--- src/design/sec_pkg.sv ---
// package: task-file layout, command codes, flags and timing for the pre-erase block
package sec_pkg;
  // command codes
  localparam logic [7:0] CMD_PRE_ERASE = 8'hC0;
  localparam logic [7:0] CMD_EXT_ERROR = 8'h03;
  // task-file register indices on the link (3-bit address)
  localparam logic [2:0] TF_DATA = 3'h0;
  localparam logic [2:0] TF_ERROR = 3'h1;
  localparam logic [2:0] TF_COUNT = 3'h2;
  localparam logic [2:0] TF_SECNUM = 3'h3;
  localparam logic [2:0] TF_CYLLO = 3'h4;
  localparam logic [2:0] TF_CYLHI = 3'h5;
  localparam logic [2:0] TF_DEVHEAD = 3'h6;
  localparam logic [2:0] TF_CMDSTAT = 3'h7;
  // status bit positions
  localparam int ST_OCCUPIED = 7;
  localparam int ST_READY = 6;
  localparam int ST_FAULT = 5;
  localparam int ST_ERROR = 0;
  // error bit positions
  localparam int ER_ADDR_MISSING = 4;
  localparam int ER_ABORTED = 2;
  localparam int ER_DEFECT = 0;
  // device/head field
  localparam int DH_LBA = 6;
  localparam int DH_DRIVE_SEL = 4;
  // extended error codes
  localparam logic [7:0] XE_NONE = 8'h00;
  localparam logic [7:0] XE_ERASE_FAIL = 8'h03;
  localparam logic [7:0] XE_ID_NOT_FOUND = 8'h14;
  localparam logic [7:0] XE_INVALID_CMD = 8'h20;
  localparam logic [7:0] XE_ADDR_OVERFLOW = 8'h2F;
  // reset status value and the sector total for a zero count
  localparam logic [7:0] STATUS_RST = 8'h40;
  localparam logic [8:0] FULL_COUNT = 9'h100;
  // per-sector erase time and its cycle count at 100 MHz
  localparam int SECTOR_ERASE_NS = 200;
  localparam int CLK_PERIOD_NS = 10;
  localparam int SECTOR_ERASE_CYC = (SECTOR_ERASE_NS + CLK_PERIOD_NS - 1) / CLK_PERIOD_NS;
  // host poll spacing between status reads
  localparam int POLL_GAP_CYC = 4;
endpackage : sec_pkg

--- src/design/sec_link_if.sv ---
// interface: task-file link between host adapter and pre-erase device
`timescale 1ns/1ps
`default_nettype none
interface sec_link_if;
  logic [2:0] addr; // task-file register index
  logic [7:0] wrData; // host write data
  logic wrStb; // one-cycle register write
  logic rdStb; // one-cycle register read
  logic [7:0] rdData; // device read data, cycle after rdStb
  modport device (input addr, input wrData, input wrStb, input rdStb, output rdData);
  modport host (output addr, output wrData, output wrStb, output rdStb, input rdData);
endinterface : sec_link_if
`default_nettype wire

--- src/design/sec_device.sv ---
// module: device end executing pre-erase and extended-error commands
`timescale 1ns/1ps
`default_nettype none
module sec_device #(
  parameter int ERASE_CYC = sec_pkg::SECTOR_ERASE_CYC, // cycles per sector
  parameter logic [27:0] MAX_LBA = 28'h0FFFFFF, // last user-accessible LBA
  parameter int SECT_PER_TRK = 63, // CHS sectors per track
  parameter int HEADS = 16 // CHS heads
) (
  input wire logic clk, // 100 MHz clock
  input wire logic rst, // async reset, high
  sec_link_if.device link, // task-file link
  input wire logic mediaDefect, // erase of current sector hit media error
  input wire logic deviceFault, // device fault level
  input wire logic geometryInvalid, // no valid CHS translation yet
  output logic eraseActive, // erase engine running
  output logic [27:0] eraseLba // linear address being erased
);
  // ==========================================================
  // state
  typedef enum logic [2:0] {
    S_IDLE = 3'b001,
    S_ERASE = 3'b010,
    S_DONE = 3'b100
  } sec_dev_state_type;

  typedef struct packed {
    sec_dev_state_type st; // engine state
    logic [7:0] count; // sector count register
    logic [7:0] secNum; // sector number / LBA 7:0
    logic [7:0] cylLo; // cylinder low / LBA 15:8
    logic [7:0] cylHi; // cylinder high / LBA 23:16
    logic [7:0] devHead; // device/head register
    logic [7:0] error; // error register
    logic [7:0] status; // status register
    logic [7:0] extCode; // pending extended error code
    logic [27:0] lba; // current linear address
    logic [8:0] left; // sectors still to erase
    logic [15:0] tick; // cycles into current sector
    logic [7:0] rdData; // registered read data
  } sec_dev_regs_type;

  sec_dev_regs_type s_r, s_nxt; // state and next

  // ==========================================================
  // address helpers
  // CHS to linear: (cyl*HEADS + head)*SPT + sector-1
  function automatic logic [27:0] chsToLba(input logic [15:0] cyl, input logic [3:0] hd,
                                           input logic [7:0] sec);
    logic [31:0] tmp;
    tmp = ({16'h0000, cyl} * 32'(HEADS) + {28'h0000000, hd}) * 32'(SECT_PER_TRK)
          + {24'h000000, sec} - 32'h00000001;
    return tmp[27:0];
  endfunction

  assign eraseActive = (s_r.st == S_ERASE);
  assign eraseLba = s_r.lba;
  assign link.rdData = s_r.rdData;

  // ==========================================================
  // next-state logic
  always_comb begin
    logic [27:0] start;
    logic [27:0] ahead;
    logic isLba;
    start = 28'h0000000;
    ahead = 28'h0000000;
    isLba = 1'b0;
    s_nxt = s_r;
    s_nxt.rdData = 8'h00;
    // register reads; results are only meaningful once busy clears
    if (link.rdStb) begin
      unique case (link.addr)
        sec_pkg::TF_ERROR: s_nxt.rdData = s_r.error;
        sec_pkg::TF_COUNT: s_nxt.rdData = s_r.count;
        sec_pkg::TF_SECNUM: s_nxt.rdData = s_r.secNum;
        sec_pkg::TF_CYLLO: s_nxt.rdData = s_r.cylLo;
        sec_pkg::TF_CYLHI: s_nxt.rdData = s_r.cylHi;
        sec_pkg::TF_DEVHEAD: s_nxt.rdData = s_r.devHead;
        sec_pkg::TF_CMDSTAT: s_nxt.rdData = s_r.status;
        default: s_nxt.rdData = 8'h00;
      endcase
    end
    unique case (s_r.st)
      S_IDLE: begin
        // writes while busy are ignored, so only idle accepts them
        if (link.wrStb) begin
          unique case (link.addr)
            sec_pkg::TF_COUNT: s_nxt.count = link.wrData;
            sec_pkg::TF_SECNUM: s_nxt.secNum = link.wrData;
            sec_pkg::TF_CYLLO: s_nxt.cylLo = link.wrData;
            sec_pkg::TF_CYLHI: s_nxt.cylHi = link.wrData;
            sec_pkg::TF_DEVHEAD: s_nxt.devHead = link.wrData;
            sec_pkg::TF_CMDSTAT: begin
              // new command: clear error state, raise busy
              s_nxt.status = 8'h00;
              s_nxt.status[sec_pkg::ST_OCCUPIED] = 1'b1;
              s_nxt.error = 8'h00;
              s_nxt.st = S_DONE;
              isLba = s_r.devHead[sec_pkg::DH_LBA];
              start = isLba ? {s_r.devHead[3:0], s_r.cylHi, s_r.cylLo, s_r.secNum}
                            : chsToLba({s_r.cylHi, s_r.cylLo}, s_r.devHead[3:0], s_r.secNum);
              if (link.wrData == sec_pkg::CMD_PRE_ERASE) begin
                // no translation means address cannot be found
                if (!isLba && geometryInvalid) begin
                  s_nxt.error[sec_pkg::ER_ADDR_MISSING] = 1'b1;
                  s_nxt.extCode = sec_pkg::XE_ID_NOT_FOUND;
                // out of range reports the missing-address bit with the address-overflow extended code
                end else if (start > MAX_LBA) begin
                  s_nxt.error[sec_pkg::ER_ADDR_MISSING] = 1'b1;
                  s_nxt.extCode = sec_pkg::XE_ADDR_OVERFLOW;
                end else begin
                  // start here, zero count is 256
                  s_nxt.lba = start;
                  s_nxt.left = (s_r.count == 8'h00) ? sec_pkg::FULL_COUNT : {1'b0, s_r.count};
                  s_nxt.tick = 16'h0000;
                  s_nxt.extCode = sec_pkg::XE_NONE;
                  s_nxt.st = S_ERASE;
                end
              end else if (link.wrData == sec_pkg::CMD_EXT_ERROR) begin
                // code from the previous command, then consumed
                s_nxt.error = s_r.extCode;
                s_nxt.extCode = sec_pkg::XE_NONE;
              end else begin
                s_nxt.error[sec_pkg::ER_ABORTED] = 1'b1;
                s_nxt.extCode = sec_pkg::XE_INVALID_CMD;
              end
            end
            default: ;
          endcase
        end
      end
      S_ERASE: begin
        s_nxt.tick = s_r.tick + 16'h0001;
        // media defect stops and reports failing sector
        if (mediaDefect) begin
          s_nxt.error[sec_pkg::ER_DEFECT] = 1'b1;
          s_nxt.extCode = sec_pkg::XE_ERASE_FAIL;
          s_nxt.secNum = s_r.lba[7:0];
          s_nxt.cylLo = s_r.lba[15:8];
          s_nxt.cylHi = s_r.lba[23:16];
          s_nxt.devHead = {s_r.devHead[7:4], s_r.lba[27:24]};
          s_nxt.st = S_DONE;
        end else if (s_r.tick == 16'(ERASE_CYC - 1)) begin
          s_nxt.tick = 16'h0000;
          ahead = s_r.lba + 28'h0000001;
          s_nxt.left = s_r.left - 9'h001;
          if (s_r.left == 9'h001) begin
            s_nxt.st = S_DONE;
          // running past the top reports address missing
          end else if (s_r.lba == MAX_LBA) begin
            s_nxt.error[sec_pkg::ER_ADDR_MISSING] = 1'b1;
            s_nxt.extCode = sec_pkg::XE_ADDR_OVERFLOW;
            s_nxt.st = S_DONE;
          end else begin
            s_nxt.lba = ahead;
          end
        end
      end
      S_DONE: begin
        // clear busy, set ready, fault and error summary
        s_nxt.status = 8'h00;
        s_nxt.status[sec_pkg::ST_READY] = 1'b1;
        s_nxt.status[sec_pkg::ST_FAULT] = deviceFault;
        s_nxt.status[sec_pkg::ST_ERROR] = |s_r.error;
        s_nxt.st = S_IDLE;
      end
      default: s_nxt.st = S_IDLE;
    endcase
  end

  // ==========================================================
  // state register
  always_ff @(posedge clk or posedge rst) begin
    if (rst) begin
      s_r <= '0;
      s_r.st <= S_IDLE;
      s_r.status <= sec_pkg::STATUS_RST;
      s_r.count <= 8'h01;
    end else begin
      s_r <= s_nxt;
    end
  end
endmodule : sec_device
`default_nettype wire

--- src/flat_wrapper.sv ---
// flat-port wrapper written by rule: the top's interface ports become plain ports
module sec_device_flat 
#(
  parameter int ERASE_CYC = sec_pkg::SECTOR_ERASE_CYC,                     
  parameter logic [27:0] MAX_LBA = 28'h0FFFFFF,                            
  parameter int SECT_PER_TRK = 63,                         
  parameter int HEADS = 16             
)
  (clk, rst, mediaDefect, deviceFault, geometryInvalid, eraseActive, eraseLba, link_addr, link_wrData, link_wrStb, link_rdStb, link_rdData);
  sec_link_if link_i ();
  input wire logic clk;
  input wire logic rst;
  input wire logic mediaDefect;
  input wire logic deviceFault;
  input wire logic geometryInvalid;
  output logic eraseActive;
  output logic [27:0] eraseLba;
  input wire logic [$bits(link_i.addr)-1:0] link_addr;
  input wire logic [$bits(link_i.wrData)-1:0] link_wrData;
  input wire logic [$bits(link_i.wrStb)-1:0] link_wrStb;
  input wire logic [$bits(link_i.rdStb)-1:0] link_rdStb;
  output wire logic [$bits(link_i.rdData)-1:0] link_rdData;
  assign link_i.addr = link_addr;
  assign link_i.wrData = link_wrData;
  assign link_i.wrStb = link_wrStb;
  assign link_i.rdStb = link_rdStb;
  assign link_rdData = link_i.rdData;
  sec_device #(.ERASE_CYC(ERASE_CYC), .MAX_LBA(MAX_LBA), .SECT_PER_TRK(SECT_PER_TRK), .HEADS(HEADS)) u_core (.clk(clk), .rst(rst), .link(link_i), .mediaDefect(mediaDefect), .deviceFault(deviceFault), .geometryInvalid(geometryInvalid), .eraseActive(eraseActive), .eraseLba(eraseLba));
endmodule
--- config.mk ---
export PLATFORM = sky130hd
export DESIGN_NAME = sec_device_flat
export DESIGN_NICKNAME = d
export VERILOG_FILES = /design/src/design/sec_pkg.sv /design/src/design/sec_link_if.sv /design/src/design/sec_device.sv /design/src/flat_wrapper.sv
export SDC_FILE = /design/constraint.sdc
export NUM_CORES = 1
export LEC_CHECK = 0
export BUFFER_PORTS_ARGS = -buffer_cell sky130_fd_sc_hd__buf_2
export CAP_MARGIN = 20
export CORE_AREA = 2 2 138 140
export CTS_CLUSTER_DIAMETER = 60
export DETAILED_ROUTE_END_ITERATION = 16
export DIE_AREA = 0 0 140 142
export HOLD_SLACK_MARGIN = 0.03
export PLACE_DENSITY = 0.81
export SETUP_SLACK_MARGIN = 0.4
export SLEW_MARGIN = 20
export SYNTH_ARGS = -nofsm -noshare
export SYNTH_HDL_FRONTEND = slang
export SYNTH_SLANG_ARGS = --single-unit
--- constraint.sdc ---
create_clock -name clk -period 5.8 [get_ports clk]
set_clock_uncertainty 0.05 [all_clocks]
set_input_delay 0.58 -clock clk [delete_from_list [all_inputs] [get_ports clk]]
set_output_delay 0.58 -clock clk [all_outputs]
set_load 0.005 [all_outputs]
==> results.toml <==
[run_status]
status = "finished, violations left"
failed_checks = "design-rule violations"

[logic_synthesis]
syn_area_per_cell_um2 = 8.742
synth-seq-area-share = 0.2611
yosys_warnings = 0
synthCells = 1317
synthFlopType = "dfrtp_1"
yosys.area.top_type = "dfrtp_1"
synth_area_leaders = "dfrtp_1 25%, fa_1 14%, ha_1 8.5%"
synth_commonest_cells = "208 x inv_1, 117 x dfrtp_1, 113 x a21oi_1"
synth_edf_count = 0
syn-num-nets = 1494
synth_top_area_share = 0.2543
synth.most_common_cell = "inv_1"
ys_ff_latch = 120
synth_cell_type_count = 80
synthesis.area_um2 = 11510
async_flop_share = 1.000

[clocking]
hold_buffers = 0
ctsHtreeMaxLevel = 4
insertion_delay_ps = 440
cts_sinks = 120
cts.reportedPaths.clkPinSlew_ps = 60
numCtsBuffers = 17
clock_path_buffers = 2
root_buffer = "clkbuf_16"
cts_tree = "done"

[floorplan]
start_util = 0.6239
die_w_um = 140
rows = 50
core_area_um2 = 18460
dieArea_um2 = 19880
die_y_um = 142
ios = 55

[routing]
wire_per_inst_um = 22.16
drc = 2
vias = 10750
dr.first_iter.drc_count = 1363
viasPerCell = 6.566
dr.pass1.iters = 12
routed_wl_mm = 36.27
ant_nets = 0

[worst_setup_path]
endpoint_kind = "register"
crit_arrival_ps = 5810
worst_setup_path_start_kind = "register"
crit_fanout = 7
criticalPathCategory = "reg2reg"
crit_required_ps = 6110

[cells_and_area]
nNetsFinal = 1567
syn2layout_area_growth_pct = 16.92
antenna_cells = 0
utilization = 0.7294
fillers = 1249
drive_gt1_frac = 0.2274

[sta]
rsz0062_at_grt = "true"
min_period_over_period = 0.9483
setup_violations = 0
clock.fmax_ghz = 0.1818
finalHoldViolCount = 0
worst_slew_pin_slew_ps = 1006
relSlewSlack = 0.3237
report.final.slew_viol_count = 0
fin_crit_ps = 5500
hold_slack_ps = 181.7

[grt]
globalRouteOverflowTotal = 0
grt_pass1_vias = 10210
antenna_found_initial = 1
grt_max_degree = 77
track_usage = 0.3562
grt_first_pass_wirelength_mm = 55.10

[placement]
place.gp.congestion = 1.002
port_buffers = 54
place_hpwl_mm = 25.13

[worst_hold_path]
hold_class = "in2async"

[flow_run]
max_cap_viol_count = 0
[worst max-delay path, cell delays in order (launching register included)]
cell and delay (ps):
dfrtp_1 380, clkinvlp_4 210, fa_1 600, inv_2 40, fa_1 460, fa_1 500
inv_1 60, fa_1 550, inv_2 60, ha_4 310, nand4_4 120, nor4_2 280
nand4_1 200, a311oi_2 340, nor3_2 110, nor3_4 260, nand4_4 210, buf_12 210
a21oi_4 240, mux2i_1 220
[metrics by stage]
| step | setup TNS [ps] | instances | worst slack (ps) | instance area, um2 |
|---|---|---|---|---|
| 2_1_floorplan | 0 | 1317 | 587.8 | 11510 |
| 3_3_place_gp | -87.91 | 1557 | -10.11 | 11880 |
| 3_5_place_dp | -797.4 | 1557 | -77.22 | 11880 |
| 4_1_cts | 0 | 1605 | 406.7 | 12790 |
| 5_1_grt | 0 | 1637 | 190.1 | 13460 |
| 6_report | 0 | 1637 | 299.7 | 13460 |
[layer usage]
metal,wire (um),vias up,GRT usage
li1,-,4677,-
met1,13930,5146,0.4885
met2,16160,741,0.5398
met3,3950,183,0.08109
met4,2210,2,0.1728
met5,13,-,0
[timing repair]
| item | 4_1_cts | 5_1_grt |
|---|---|---|
| endpoints found under the setup margin | 60 | 59 |
| gates cloned | 0 | 1 |
| resized for setup | 42 | 89 |
| buffers inserted | 16 | 31 |
| pin swaps | 14 | 69 |
[sequential cells by signal, indices dropped and copies added, names as in the netlist]
name	count
u_core.link.rdData	8
u_core.eraseLba	28
u_core.s_r	84
[path summary, 6_finish.rpt]
path	depth (start not counted)	startpoint	end	slack [ps]
worst max-delay path	19	u_core.s_r[96]	u_core.s_r[25]	300
worst min-delay path	2	rst	u_core.s_r[99]	180
worst max register to register	19	u_core.s_r[96]	u_core.s_r[25]	300
worst min register to register	2	u_core.s_r[75]	u_core.s_r[75]	410
max in group asynchronous	3	rst	u_core.s_r[63]	4100
min in group clk	3	deviceFault	u_core.s_r[74]	350
[kinds of logic (layout without fill, tap and decap cells)]
logic type | Yosys count | after routing | synth area share
xor+xnor | 30 | 30 | 0.02282
flops | 120 | 120 | 0.2611
buf+inv | 296 | 382 | 0.1113
compound gates | 351 | 351 | 0.1991
mux | 38 | 38 | 0.03967
fa+ha+maj | 159 | 159 | 0.2256
simple gates | 323 | 323 | 0.1404
[cells in the final DEF, fill, tap and decap left out, types with 14 or more instances in the layout]
cell	netlist	final
inv_1	208	187
dfrtp_1	117	115
a21oi_1	113	98
nand2_1	96	92
fa_1	81	81
buf_4	36	77
nor2_1	74	73
ha_1	78	61
buf_2	4	54
o21ai_0	57	45
nand3_1	29	29
a31oi_1	26	24
o21ai_1	14	22
and3_1	23	22
nor3_1	26	20
mux2_2	20	20
clkbuf_16	0	18
nand4_1	17	17
ha_4	0	17
xnor2_1	16	16
a211oi_1	20	15
xor2_1	14	14
[final cells by class]
type                            instances  area [um2]  area share
Multi-Input combinational cell        901        7740      0.5750
Sequential cell                       120        3009      0.2235
Timing Repair Buffer                  141        1001     0.07436
Inverter                              209       807.0     0.05995
Clock buffer                           19       442.9     0.03290
Tap cell                              234       292.8     0.02175
Clock inverter                         13       168.9     0.01255
Power is not shown: default switching activity piles up to over one toggle a cycle in this logic, so the estimate is an artifact.
